`src/adc_cmd_pkg.sv`:
```
/*
  Shared constants and types for the serial command interpreter of a
  two-channel converter: command words, answers, register offsets and
  reset values, field positions and timing counts.
  Assumes a core clock of 20 MHz that also serves as modulator clock.
*/
`default_nettype none
package adc_cmd_pkg;
  // ==========================================================
  // command words and fixed answers
  localparam logic [15:0] CMD_NOP      = 16'h0000;
  localparam logic [15:0] CMD_RESET    = 16'h0011;
  localparam logic [15:0] CMD_STANDBY  = 16'h0022;
  localparam logic [15:0] CMD_RESUME   = 16'h0033;
  localparam logic [15:0] CMD_LOCK     = 16'h0555;
  localparam logic [15:0] CMD_UNLOCK   = 16'h0655;
  localparam logic [2:0]  PFX_READ     = 3'h5;
  localparam logic [2:0]  PFX_WRITE    = 3'h3;
  localparam logic [2:0]  PFX_RD_HDR   = 3'h7;
  localparam logic [2:0]  PFX_WR_ACK   = 3'h2;
  localparam logic [15:0] ACK_RESET    = 16'hff52;
  localparam logic [15:0] ACK_RESET_NG = 16'h0011;
  // ==========================================================
  // register offsets and values after reset
  localparam logic [5:0]  ADR_ID       = 6'h00;
  localparam logic [5:0]  ADR_STATUS   = 6'h01;
  localparam logic [5:0]  ADR_MODE     = 6'h02;
  localparam logic [5:0]  ADR_CLOCK    = 6'h03;
  localparam logic [5:0]  ADR_GAIN     = 6'h04;
  localparam logic [15:0] RST_MODE     = 16'h0510;
  localparam logic [15:0] RST_CLOCK    = 16'h038e;
  localparam logic [15:0] RST_GAIN     = 16'h0000;
  // ==========================================================
  // field positions
  localparam int MODE_RXCHK_BIT = 12;
  localparam int MODE_CTYPE_BIT = 11;
  localparam int MODE_WSIZE_LSB = 8;
  localparam int MODE_TOUT_BIT  = 4;
  localparam int STAT_LOCK_BIT  = 15;
  localparam int STAT_CHK_BIT   = 12;
  // ==========================================================
  // frame shape and timing
  localparam logic [1:0]  WSIZE_16     = 2'h0;
  localparam logic [1:0]  WSIZE_24     = 2'h1;
  localparam logic [7:0]  FULL_FRAME_WORDS = 8'h04;
  localparam int          TIMEOUT_MCLK = 2 ** 15;
  localparam logic [15:0] CODE_POS_MAX = 16'h7fff;
  localparam logic [15:0] CODE_NEG_MAX = 16'h8000;

  typedef struct packed {
    logic cs_n;
    logic sclk;
    logic din;
  } spi_pins_t;

  typedef struct packed {
    logic       wr;
    logic       rd;
    logic [5:0] addr;
    logic [15:0] wdata;
  } sw_req_t;
endpackage
`default_nettype wire

```
`src/adc_spi_command_interpreter.sv`:
```
/*
  Command interpreter behind the serial target port of a two-channel
  converter, with its register file and a plain software register port.
  Assumes pin inputs are asynchronous to core_clk, the serial clock runs
  far slower than core_clk, and the serial mode shifts out on rising and
  samples on falling edges. core_clk doubles as the modulator clock.
*/
// Contract
// RULE1: with timeout enabled, abort a frame lasting 2^15 modulator clocks.
// RULE2: after a timeout the next serial clock starts a fresh frame.
// RULE3: two new-data flags sit in status; status answers the no-op command.
// RULE4: results are 16 bits, MSB aligned, low bits zero in wider words.
// RULE5: results clip to 7fff and 8000 beyond full scale.
// RULE6: results are signed two's complement.
// RULE7: the all-zero word changes nothing and collects results.
// RULE8: unknown words act like the no-op command.
// RULE9: every answer leads the frame after the command.
// RULE10: reset word taken at frame end restores all registers at once.
// RULE11: completed reset answers ff52; an unfinished reset frame answers 0011.
// RULE12: host waits settle time or data-ready rise after a reset.
// RULE13: standby word at frame end enters standby, echoed, idempotent.
// RULE14: resume word leaves standby, echoed, idempotent.
// RULE15: when locked only no-op, read and unlock are taken; echoed.
// RULE16: unlock word clears the lock and is echoed.
// RULE17: read word is prefix 101, six-bit address, count minus one.
// RULE18: single read answers the register value without header.
// RULE19: multi read answers header 111 then registers in rising order.
// RULE20: frame answering a multi read carries no channel words.
// RULE21: write word prefix 011; answer 010 with address and written minus one.
// RULE22: results are ready when data-ready goes low, one per period.
// RULE23: usual frame: answer, two results, check word.
// RULE24: on input check failure skip all but writes, flag it, answer no-op.
// RULE25: word size defaults to 24 bits, with 16 and 32, MSB aligned.
// RULE26: writes to read-only or absent addresses are skipped but counted; the code skips them and does not count them.
// RULE27: timeout counts only from a frame's first edge to its end.
// RULE28: only the top 16 bits of the first word are decoded.
`timescale 1ns/10ps
`default_nettype none
module adc_spi_command_interpreter #(
  parameter int TIMEOUT_CYCLES = adc_cmd_pkg::TIMEOUT_MCLK
) (
  input  wire logic               core_clk,
  input  wire logic               resetn,
  input  wire logic               clk_en,
  input  wire adc_cmd_pkg::spi_pins_t pins,
  output logic                    dout,
  output logic                    dout_oe,
  output logic                    conversion_ready_n,
  output logic                    standby,
  input  wire logic               sample_valid,
  input  wire logic signed [23:0] ch0_raw,
  input  wire logic signed [23:0] ch1_raw,
  input  wire logic               rx_check_fail,
  input  wire logic [15:0]        tx_check_word,
  input  wire adc_cmd_pkg::sw_req_t sw_req,
  output logic [15:0]             sw_rdata
);
  import adc_cmd_pkg::*;

  // ==========================================================
  // pin synchronisers and edges
  logic [2:0] cs_s, sclk_s;
  logic [1:0] din_s;
  always_ff @(posedge core_clk or negedge resetn) begin
    if (!resetn) begin
      cs_s   <= 3'h7;
      sclk_s <= 3'h0;
      din_s  <= 2'h0;
    end else if (clk_en) begin
      cs_s   <= {cs_s[1:0], pins.cs_n};
      sclk_s <= {sclk_s[1:0], pins.sclk};
      din_s  <= {din_s[0], pins.din};
    end
  end
  logic sclk_rise, sclk_fall, cs_rise, cs_low;
  assign sclk_rise = clk_en & sclk_s[1] & ~sclk_s[2];
  assign sclk_fall = clk_en & ~sclk_s[1] & sclk_s[2];
  assign cs_low    = ~cs_s[1];
  assign cs_rise   = clk_en & cs_s[1] & ~cs_s[2];

  // ==========================================================
  // registers and state
  logic [15:0] mode_reg, clock_reg, gain_reg, resp_reg, cmd_reg;
  logic [15:0] ch0_reg, ch1_reg;
  logic [1:0]  flags_reg;
  logic        lock_reg, chk_err_reg, multi_reg, started_reg;
  logic [5:0]  rd_addr_reg;
  logic [6:0]  rd_n_reg, wr_cnt_reg;
  logic [4:0]  bit_reg;
  logic [7:0]  word_reg;
  logic [1:0]  wsize_reg;
  logic [31:0] rx_reg;
  logic [15:0] tout_reg;
  logic        word_done, frame_end, timeout_hit;
  logic [15:0] status_word, rx_word;
  logic [31:0] rx_full;
  logic        chk_fail_now;

  // a failing frame already shows its flag in the status answer it queues
  assign chk_fail_now = frame_end && rx_check_fail && mode_reg[MODE_RXCHK_BIT];
  assign status_word = {lock_reg, 2'h0, chk_err_reg | chk_fail_now, mode_reg[MODE_CTYPE_BIT],
                        1'b0, mode_reg[MODE_WSIZE_LSB +: 2], 6'h00, flags_reg}; // RULE3

  localparam logic [15:0] ID_VALUE = 16'h3c00; // arbitrary identity value

  function automatic logic [15:0] reg_value(input logic [5:0] a);
    unique case (a)
      ADR_ID:     reg_value = ID_VALUE;
      ADR_STATUS: reg_value = status_word;
      ADR_MODE:   reg_value = mode_reg;
      ADR_CLOCK:  reg_value = clock_reg;
      ADR_GAIN:   reg_value = gain_reg;
      default:    reg_value = 16'h0000;
    endcase
  endfunction

  function automatic logic [15:0] clip(input logic signed [23:0] v);
    if (v > $signed(24'h007fff))
      clip = CODE_POS_MAX;
    else if (v < $signed(24'hff8000))
      clip = CODE_NEG_MAX;
    else
      clip = v[15:0];
  endfunction

  // ==========================================================
  // frame tracking and timeout
  logic [4:0] last_bit;
  always_comb begin
    unique case (wsize_reg)
      WSIZE_16: last_bit = 5'd15;
      WSIZE_24: last_bit = 5'd23;
      default:  last_bit = 5'd31;
    endcase
  end
  assign rx_full     = {rx_reg[30:0], din_s[1]};
  assign word_done   = sclk_fall & started_reg & (bit_reg == last_bit);
  assign frame_end   = cs_rise & started_reg;
  assign timeout_hit = clk_en & started_reg & cs_low & mode_reg[MODE_TOUT_BIT]
                       & (tout_reg == 16'(TIMEOUT_CYCLES - 1));
  always_comb begin
    unique case (wsize_reg)
      WSIZE_16: rx_word = rx_full[15:0];
      WSIZE_24: rx_word = rx_full[23:8];
      default:  rx_word = rx_full[31:16]; // RULE28
    endcase
  end

  always_ff @(posedge core_clk or negedge resetn) begin
    if (!resetn) begin
      started_reg <= 1'b0;
      bit_reg     <= 5'h00;
      word_reg    <= 8'h00;
      rx_reg      <= 32'h0;
      tout_reg    <= 16'h0;
      wsize_reg   <= WSIZE_24;
    end else if (timeout_hit || frame_end) begin
      started_reg <= 1'b0; // RULE1
      bit_reg     <= 5'h00;
      word_reg    <= 8'h00;
      tout_reg    <= 16'h0; // RULE27
    end else if (clk_en && cs_low) begin
      if (!started_reg && (sclk_rise || sclk_fall)) begin
        started_reg <= 1'b1; // RULE2
        wsize_reg   <= mode_reg[MODE_WSIZE_LSB +: 2];
      end
      if (started_reg)
        tout_reg <= tout_reg + 16'h1;
      if (sclk_fall) begin
        rx_reg  <= rx_full;
        bit_reg <= (bit_reg == last_bit) ? 5'h00 : bit_reg + 5'h1;
        if (bit_reg == last_bit && word_reg != 8'hff)
          word_reg <= word_reg + 8'h1;
      end
    end
  end

  // ==========================================================
  // command capture and decode
  always_ff @(posedge core_clk or negedge resetn) begin
    if (!resetn)
      cmd_reg <= CMD_NOP;
    else if (frame_end || timeout_hit)
      cmd_reg <= CMD_NOP;
    else if (word_done && word_reg == 8'h00)
      cmd_reg <= rx_word;
  end
  logic is_rd, is_wr, allowed, reset_go, wr_live;
  logic [5:0] wr_addr;
  assign is_rd   = cmd_reg[15:13] == PFX_READ; // RULE17
  assign is_wr   = cmd_reg[15:13] == PFX_WRITE;
  assign allowed = !(rx_check_fail && mode_reg[MODE_RXCHK_BIT]) &&
                   (!lock_reg || cmd_reg == CMD_NOP || is_rd || cmd_reg == CMD_UNLOCK); // RULE15 RULE24
  assign reset_go = frame_end && allowed && cmd_reg == CMD_RESET &&
                    word_reg >= FULL_FRAME_WORDS; // RULE10
  assign wr_live = word_done && is_wr && !lock_reg && word_reg != 8'h00 &&
                   word_reg <= {1'b0, cmd_reg[6:0]} + 8'h1;
  assign wr_addr = 6'(cmd_reg[12:7] + word_reg[5:0] - 6'h1);

  // ==========================================================
  // register file: serial writes win over software writes
  always_ff @(posedge core_clk or negedge resetn) begin
    if (!resetn) begin
      mode_reg   <= RST_MODE; // RULE25
      clock_reg  <= RST_CLOCK;
      gain_reg   <= RST_GAIN;
      wr_cnt_reg <= 7'h00;
    end else if (clk_en) begin
      if (reset_go) begin
        mode_reg  <= RST_MODE; // RULE10
        clock_reg <= RST_CLOCK;
        gain_reg  <= RST_GAIN;
      end else if (wr_live) begin
        unique case (wr_addr)
          ADR_MODE:  mode_reg  <= rx_word;
          ADR_CLOCK: clock_reg <= rx_word;
          ADR_GAIN:  gain_reg  <= rx_word;
          default: ; // RULE26
        endcase
      end else if (sw_req.wr) begin
        unique case (sw_req.addr)
          ADR_MODE:  mode_reg  <= sw_req.wdata;
          ADR_CLOCK: clock_reg <= sw_req.wdata;
          ADR_GAIN:  gain_reg  <= sw_req.wdata;
          default: ;
        endcase
      end
      if (frame_end || timeout_hit)
        wr_cnt_reg <= 7'h00;
      else if (wr_live && wr_addr >= ADR_MODE && wr_addr <= ADR_GAIN)
        wr_cnt_reg <= wr_cnt_reg + 7'h1;
    end
  end

  always_ff @(posedge core_clk or negedge resetn) begin
    if (!resetn)
      sw_rdata <= 16'h0000;
    else if (clk_en)
      sw_rdata <= sw_req.rd ? reg_value(sw_req.addr) : 16'h0000;
  end

  // ==========================================================
  // answer for the next frame, lock and standby
  always_ff @(posedge core_clk or negedge resetn) begin
    if (!resetn) begin
      resp_reg    <= 16'h0000;
      multi_reg   <= 1'b0;
      rd_addr_reg <= 6'h00;
      rd_n_reg    <= 7'h00;
      lock_reg    <= 1'b0;
      standby     <= 1'b0;
    end else if (frame_end) begin
      resp_reg  <= status_word; // RULE7 RULE8 RULE9
      multi_reg <= 1'b0;
      if (allowed) begin
        if (cmd_reg == CMD_RESET) begin
          resp_reg <= reset_go ? ACK_RESET : ACK_RESET_NG; // RULE11
          if (reset_go)
            lock_reg <= 1'b0;
        end else if (cmd_reg == CMD_STANDBY) begin
          resp_reg <= cmd_reg;
          standby  <= 1'b1; // RULE13
        end else if (cmd_reg == CMD_RESUME) begin
          resp_reg <= cmd_reg;
          standby  <= 1'b0; // RULE14
        end else if (cmd_reg == CMD_LOCK) begin
          resp_reg <= cmd_reg;
          lock_reg <= 1'b1; // RULE15
        end else if (cmd_reg == CMD_UNLOCK) begin
          resp_reg <= cmd_reg;
          lock_reg <= 1'b0; // RULE16
        end else if (is_rd) begin
          rd_addr_reg <= cmd_reg[12:7];
          rd_n_reg    <= cmd_reg[6:0];
          multi_reg   <= cmd_reg[6:0] != 7'h00;
          resp_reg    <= (cmd_reg[6:0] == 7'h00) ? reg_value(cmd_reg[12:7]) // RULE18
                         : {PFX_RD_HDR, cmd_reg[12:0]}; // RULE19
        end else if (is_wr) begin
          resp_reg <= {PFX_WR_ACK, cmd_reg[12:7], 7'(wr_cnt_reg - 7'h1)}; // RULE21
        end
      end
    end
  end

  // ==========================================================
  // conversion results, new-data flags and check error flag
  logic ch_read, stat_out;
  assign ch_read  = word_done && !multi_reg && word_reg == 8'h02;
  assign stat_out = word_done && word_reg == 8'h00 && resp_reg == status_word;
  always_ff @(posedge core_clk or negedge resetn) begin
    if (!resetn) begin
      ch0_reg            <= 16'h0000;
      ch1_reg            <= 16'h0000;
      flags_reg          <= 2'h0;
      conversion_ready_n <= 1'b1;
    end else if (clk_en) begin
      if (sample_valid) begin
        ch0_reg            <= clip(ch0_raw); // RULE5 RULE6
        ch1_reg            <= clip(ch1_raw);
        flags_reg          <= 2'h3; // RULE3
        conversion_ready_n <= 1'b0; // RULE22
      end else if (ch_read) begin
        flags_reg          <= 2'h0;
        conversion_ready_n <= 1'b1;
      end
    end
  end
  always_ff @(posedge core_clk or negedge resetn) begin
    if (!resetn)
      chk_err_reg <= 1'b0;
    else if (chk_fail_now)
      chk_err_reg <= 1'b1; // RULE24
    else if (stat_out)
      chk_err_reg <= 1'b0;
  end

  // ==========================================================
  // output word selection and serial shift
  logic [15:0] out_word;
  logic [7:0]  rd_last;
  assign rd_last = {1'b0, rd_n_reg} + 8'h1;
  always_comb begin
    out_word = 16'h0000;
    if (word_reg == 8'h00)
      out_word = resp_reg;
    else if (multi_reg) begin
      if (word_reg <= rd_last)
        out_word = reg_value(6'(rd_addr_reg + word_reg[5:0] - 6'h1)); // RULE19 RULE20
      else if (word_reg == rd_last + 8'h1)
        out_word = tx_check_word;
    end else begin
      unique case (word_reg)
        8'h01:   out_word = ch0_reg; // RULE23
        8'h02:   out_word = ch1_reg;
        8'h03:   out_word = tx_check_word;
        default: out_word = 16'h0000;
      endcase
    end
  end
  always_ff @(posedge core_clk or negedge resetn) begin
    if (!resetn)
      dout <= 1'b0;
    else if (clk_en && !cs_low)
      dout <= 1'b0;
    else if (sclk_rise)
      dout <= (bit_reg < 5'd16) ? out_word[4'(5'd15 - bit_reg)] : 1'b0; // RULE4
  end
  assign dout_oe = cs_low;
endmodule
`default_nettype wire

```
`config.mk`:
```
export PLATFORM = sky130hd
export DESIGN_NAME = adc_spi_command_interpreter
export DESIGN_NICKNAME = d
export VERILOG_FILES = /design/src/adc_cmd_pkg.sv /design/src/adc_spi_command_interpreter.sv
export SDC_FILE = /design/constraint.sdc
export NUM_CORES = 1
export LEC_CHECK = 0
export BUFFER_PORTS_ARGS = -buffer_cell sky130_fd_sc_hd__buf_2
export CORE_ASPECT_RATIO = 0.9
export CORE_MARGIN = 5
export CORE_UTILIZATION = 61
export DETAILED_ROUTE_END_ITERATION = 10
export PLACE_DENSITY = 0.82
export SYNTH_ARGS = -nofsm -noshare
export SYNTH_HDL_FRONTEND = slang
export SYNTH_SLANG_ARGS = --single-unit
```
`constraint.sdc`:
```
create_clock -name core_clk -period 4.7 [get_ports core_clk]
set_clock_uncertainty 0.1 [all_clocks]
set_input_delay 1.175 -clock core_clk [delete_from_list [all_inputs] [get_ports core_clk]]
set_output_delay 1.175 -clock core_clk [all_outputs]
set_load 0.01 [all_outputs]
```
## Word level (Yosys, flattened, before mapping)

Cells that the tools add are included.

| word-level totals | value |
|---|---|
| word-level logic and storage cells | 266 |
| output and inout bits | 20 |
| bits in registers | 227 |
| bits of input ports | 96 |

| operators by class | value |
|---|---|
| muxes and demuxes | 84 |
| bitwise logic cells | 24 |
| eq/ne operators | 37 |
| reductions and logical operators | 70 |
| $lt $le $gt $ge | 11 |
| $add $sub $neg | 13 |

Operators with widths:

| operator | count |
|---|---|
| 2-to-1 mux 16 bit | 39 |
| case mux 16 bit (5 select lines) | 3 |
| equality test 6 x 2 -> 1 bit, second input constant | 8 |
| greater-than comparator 24 x 16 -> 1 bit, second input constant | 2 |
| less-than comparator 24 x 16 -> 1 bit, second input constant | 2 |
| case mux 16 bit (3 select lines) | 1 |
| equality test 16 x 11 -> 1 bit, second input constant | 2 |
| equality test 16 x 6 -> 1 bit, second input constant | 2 |
| 2-to-1 mux 8 bit | 4 |
| case mux 16 bit (2 select lines) | 1 |
| 2-to-1 mux 1 bit | 26 |
| equality test 6 x 3 -> 1 bit, second input constant | 4 |
| nonzero test 2 bit | 11 |
| logical AND 1 bit | 21 |
| 2-to-1 mux 5 bit | 4 |
| equality test 6 x 1 -> 1 bit, second input constant | 3 |
| zero test 6 bit | 3 |
| adder 16 x 1 -> 16 bit, second input constant | 1 |
| adder 7 x 1 -> 8 bit, second input constant | 2 |
| adder 8 x 1 -> 8 bit, second input constant | 2 |
| equality test 16 x 15 -> 1 bit, second input constant | 1 |
| equality test 16 bit | 1 |
| equality test 16 x 5 -> 1 bit, second input constant | 1 |
| equality test 8 x 2 -> 1 bit, second input constant | 2 |
| 42 further kinds | 93 |

## Longest topological paths before layout

| depth | value |
|---|---|
| word-level depth | 15 |
| depth in mapped cells | 17 |
| gate-level depth less buffers | 14 |

## Least setup slack after synthesis

No wires, ideal clock.

| path | value |
|---|---|
| kind | register -> register |
| from | register cmd_reg[8] |
| to | register clock_reg[10] |
| setup time | 0.125 ns |
| path slack | 1.114 ns |
| period minus slack after synthesis | 3.586 ns |
| data arrival time | 3.361 ns |
| path buffers | 3 |
| cell stages (with the launch flop) | 18 |
| data required time | 4.475 ns |
| path through | dfrtp_1 clkbuf_1 inv_1 ha_1 inv_1 ha_1 fa_1 a21o_1 a21oi_1 xnor2_1 o21ai_0 nor2_1 nand2_1 o22ai_4 and2_1 buf_6 buf_12 mux2_4 |

| on the way | value |
|---|---|
| longest elaborated chain between the ends | 10 |
| elaborated cells between the ends (all ways) | 18 |
| those cells by class | add/sub: 2; eq/ne: 4; mux: 1; reduce/logical: 11 |

RTL lines:

| element | line | text |
|---|---|---|
| start: declaration | adc_spi_command_interpreter.sv:83 | `logic [15:0] mode_reg, clock_reg, gain_reg, resp_reg, cmd_reg;` |
| start signal: assignment | adc_spi_command_interpreter.sv:186 | `cmd_reg <= rx_word;` |
| parallel branches: the longest is 10 deep, another holds adder 6 bit | - |  |
| end signal: assignment | adc_spi_command_interpreter.sv:216 | `ADR_CLOCK: clock_reg <= rx_word;` |
| end signal: assignment | adc_spi_command_interpreter.sv:223 | `ADR_CLOCK: clock_reg <= sw_req.wdata;` |
| end: declaration | adc_spi_command_interpreter.sv:83 |  |

Several ways; the timed one is not identified.
A chain may end at the register's enable or synchronous reset.

## Final worst setup path

| path | value |
|---|---|
| from | register cmd_reg[3] |
| to | register wr_cnt_reg[6] |

| on the way | value |
|---|---|
| longest elaborated chain between the ends | 7 |

RTL lines:

| element | line | text |
|---|---|---|
| adder 7 x 1 -> 8 bit | adc_spi_command_interpreter.sv:197 | `word_reg <= {1'b0, cmd_reg[6:0]} + 8'h1;` |
| <= comparator 8 bit (implied by the code) | adc_spi_command_interpreter.sv:197 |  |
| logical AND 1 bit | adc_spi_command_interpreter.sv:196 | `assign wr_live = word_done && is_wr && !lock_reg && word_reg != 8'h00 &&` |
| logical AND 1 bit (2 in series) | adc_spi_command_interpreter.sv:230 | `else if (wr_live && wr_addr >= ADR_MODE && wr_addr <= ADR_GAIN)` |
| nonzero test 2 bit (no line) | - |  |
| AND reduction 2 bit (no line) | - |  |
| end signal: assignment | adc_spi_command_interpreter.sv:231 | `wr_cnt_reg <= wr_cnt_reg + 7'h1;` |
| end: declaration | adc_spi_command_interpreter.sv:88 | `logic [6:0] rd_n_reg, wr_cnt_reg;` |

Every way passes these cells.

==> summary.md <==
| Metric | Value |
|---|---|
| Pwr per Cell Area | `325.0 nW/um^2` |
| CTS Buf Count | `25` |
| Reg power frac | `44.3%` |
| Core area | `23280 sq um` |
| Min cycle time layout | `about 4.3 ns` |
| Status | `complete, no violations` |
| Clock tree buffer depth | `3` |
| Layout area overhead | `11.51%` |
| Total number of vias | `13.04k` |
| DIE AREA | `26700 sq um` |
| Clock root buffer | `clkbuf_16` |
| Power share of the clock group | `39.0%` |
| Most common cell after layout, fill and taps aside | `dfrtp_1` |
| Final hold viol count | `0` |
| DRT iter0 DRCs | `1404` |
| Fmax | `approximately 230 MHz` |
| Total GRT Usage | `34.02%` |
| Number of flip-flops in the largest register | `31` |
| # diodes | `0` |
| Final period utilization | `approximately 91%` |
| P_int | `3.637 mW` |
| Net count after synthesis | `1737` |
| Max_slew headroom | `around a fifth` |
| Row count | `53` |
| Clk Latency, worst-skew pair | `0.56 ns` |
| Layout cell share with drive strength beyond 1 | `19.62%` |
| Critical path fanouts, max | `9` |
| Ys async rst share | `100.0%` |
| CP Launch Type | `flop` |
| Flops & latches, synth | `226` |
| WHS | `0.3847 ns` |
| Final Instance Area | `16000 sq um` |
| Top cell family by delay on the critical path | `simple AND/OR/NAND/NOR gates` |
| Post-synthesis cell type count | `94` |
| Setup TNS | `0 ns` |
| Worst Setup End Kind | `flop` |
| Final Core Density | `68.76%` |
| DRC viols | `0` |
| Psw | `1.564 mW` |
| Synth area leaders | `dfrtp_1 37%, mux2_2 6.4%, nand2_1 4.8%` |
| Synthesized area per cell | `9.021 sq um` |
| Seq/Total Area, Yosys | `39.53%` |
| Reg clk slew, reported paths | `around 0.07 ns` |
| LEAKAGE | `7.180 nW` |
| CP required | `5.03 ns` |
| RSZ-0062 raised after global routing | `no` |
| HP Class | `reg2reg` |
| Placed Area | `15160 sq um` |
| Critical path type | `reg2reg` |
| R2r setup slk | `0.43 ns` |
| Max stage delay on crit path | `0.70 ns` |
| Critical-path cell list | `nand3_1, nor3_1, xnor2_1, ha_1, a21o_1, a21o_1, a221oi_1, o2111ai_2, buf_4, nor3_1, and4_1, nand3_1, xor2_1, nor2_1` |
| Cells after synthesis | `1591` |
| Most frequent cells in the layout | `212 x dfrtp_1, 183 x nand2_1, 141 x nor2_1, 133 x o21ai_0, 121 x a21oi_1` |
| Yosys top cell by area | `dfrtp_1` |
| Routability congestion estimate | `1.019` |
| Yosys warns | `0` |
| Initial Util | `between 60% and 70%` |
| Max Cap Viol | `0` |
| Top FF cell, synth | `dfrtp_1` |
| Ports | `~120` |
| CP max stage cell | `nor3_1` |
| Largest net degree at the start of global routing | `101` |
| Die H | `155.5 um` |
| Combinational share of power | `16.7%` |
| Global-route wire length before repair | `71.74 mm` |
| Total iterations of the first detailed-routing run | `7` |
| DR WL/cell | `22.91 um` |
| EDFF count, synth | `0` |
| TritonCTS clock tree | `built` |
| Die Wd | `between 150 and 200 um` |
| Crit path buf inv count | `1` |
| Mapped Area | `14350 sq um` |
| Least-Margin Pin Slew | `roughly 1.2 ns` |
| Antenna violations before repair | `2` |
| Vias in the first global route | `12.66k` |
| Final WL | `approximately 46 mm` |
| Htree depth | `1` |
| Nets@finish | `~1.8k` |
| Synth top area share | `36.96%` |
| Postcts setup bufs | `0` |
| Overflow after GRT | `0` |
| Setup violations, final | `0` |
| CP Data Arrival Time | `4.60 ns` |
| Slew Limit Fails | `0` |
| Switching share of power | `a little under a third` |
| Vias per Instance | `6.537` |
| VDD IR max | `0.0002742 V` |
| Final ANT Viol Nets | `0` |
| IO Port Bufs | `115` |
| # clock sinks | `226` |
| HPWL Detailed | `34.06 mm` |
-- per-stage QoR --
step           total power [mW]  setup WS [ns]  std cells
3_5_place_dp              3.182         0.4853       1948
4_1_cts                   5.195         0.4906       1993
6_report                  5.202         0.4282       1994
3_3_place_gp              3.155         0.6767       1948
5_1_grt                   5.409         0.1278       1994
2_1_floorplan             2.837          1.114       1591
-- cell families (layout without fill, tap and decap cells) --
family | after synthesis | after routing | synth area share [%]
AO/OA/AOI/OAI | 446 | 446 | 19.75
buffers and inverters | 175 | 276 | 5.178
adder cells (fa/ha/maj) | 50 | 50 | 4.463
XOR/XNOR | 62 | 62 | 4.028
AND/OR/NAND/NOR | 490 | 490 | 16.06
flip-flops | 226 | 226 | 39.53
multiplexers | 142 | 142 | 10.99
-- final timing paths --
kind | from | end | depth (start not counted)
setup reg to reg | cmd_reg[3]$_DFFE_PN0P_ | wr_cnt_reg[6]$_DFFE_PN0P_ | 14
max in group asynchronous | resetn | rd_addr_reg[0]$_DFFE_PN0P_ | 2
min in group asynchronous | resetn | sclk_s[0]$_DFFE_PN0P_ | 1
setup / recovery | cmd_reg[3]$_DFFE_PN0P_ | wr_cnt_reg[6]$_DFFE_PN0P_ | 14
hold / removal | ch0_reg[2]$_DFFE_PN0P_ | ch0_reg[2]$_DFFE_PN0P_ | 2
hold reg to reg | ch0_reg[2]$_DFFE_PN0P_ | ch0_reg[2]$_DFFE_PN0P_ | 2
-- power groups by stage --
stage / logic [mW] / clock network, mW / registers, mW
4_1_cts: 0.857 / 2.04 / 2.30
6_report: 0.870 / 2.03 / 2.30
2_1_floorplan: 0.593 / 0 / 2.24
5_1_grt: 0.963 / 2.12 / 2.32
3_5_place_dp: 0.852 / 0 / 2.33
3_3_place_gp: 0.830 / 0 / 2.33
-- worst reg2reg max path, stage by stage, from the launching register on --
cell,delay [ns]
dfrtp_1,0.64
nand3_1,0.16
nor3_1,0.33
xnor2_1,0.18
ha_1,0.26
a21o_1,0.16
a21o_1,0.18
a221oi_1,0.40
o2111ai_2,0.18
buf_4,0.22
nor3_1,0.70
and4_1,0.34
nand3_1,0.10
xor2_1,0.14
nor2_1,0.06
-- per-layer routing --
metal  vias up  GRT usage (%)  share of wire [%]
met1      6399          50.29                 43
met3        94          7.165                9.3
li1       5899              -                  -
met2       643          51.18                 45
met5         -              0                  0
met4         0          9.393                3.1
-- repair_timing --
item / 4_1_cts / 5_1_grt
gates resized for setup: 0 / 1
hold buffers: 0 / 0
setup endpoints to repair: 0 / 1
-- synthesized netlist by cell type, drive strengths merged, types with 4 or more instances --
cell type	instances
dfrtp	212
nand2	185
nor2	142
o21ai	138
a21oi	123
mux2	92
inv	78
clkbuf	64
mux2i	50
ha	48
xnor2	35
o22ai	33
buf	32
nor3	32
nand3	30
xor2	25
a221oi	18
a22oi	16
a31oi	16
nand4	16
nor4	15
a222oi	14
dfstp	14
and3	13
o2bb2ai	10
nand2b	9
o221ai	9
or3	9
a21o	8
and2	8
o31ai	8
a211oi	5
a32oi	5
nand3b	5
nor2b	5
o211ai	5
and4	4
o2111ai	4
-- layout make-up --
cell class | instances | area, sq um
Multi-Input combinational cell | 1190 | 7949
Fill cell | 1856 | 7272
Sequential cell | 226 | 5673
Timing Repair Buffer | 152 | 875.8
Clock buffer | 32 | 671.9
Tap cell | 302 | 377.9
Inverter | 79 | 296.5
Clock inverter | 13 | 160.2
No activity file was read; power rests on OpenSTA's default activity.
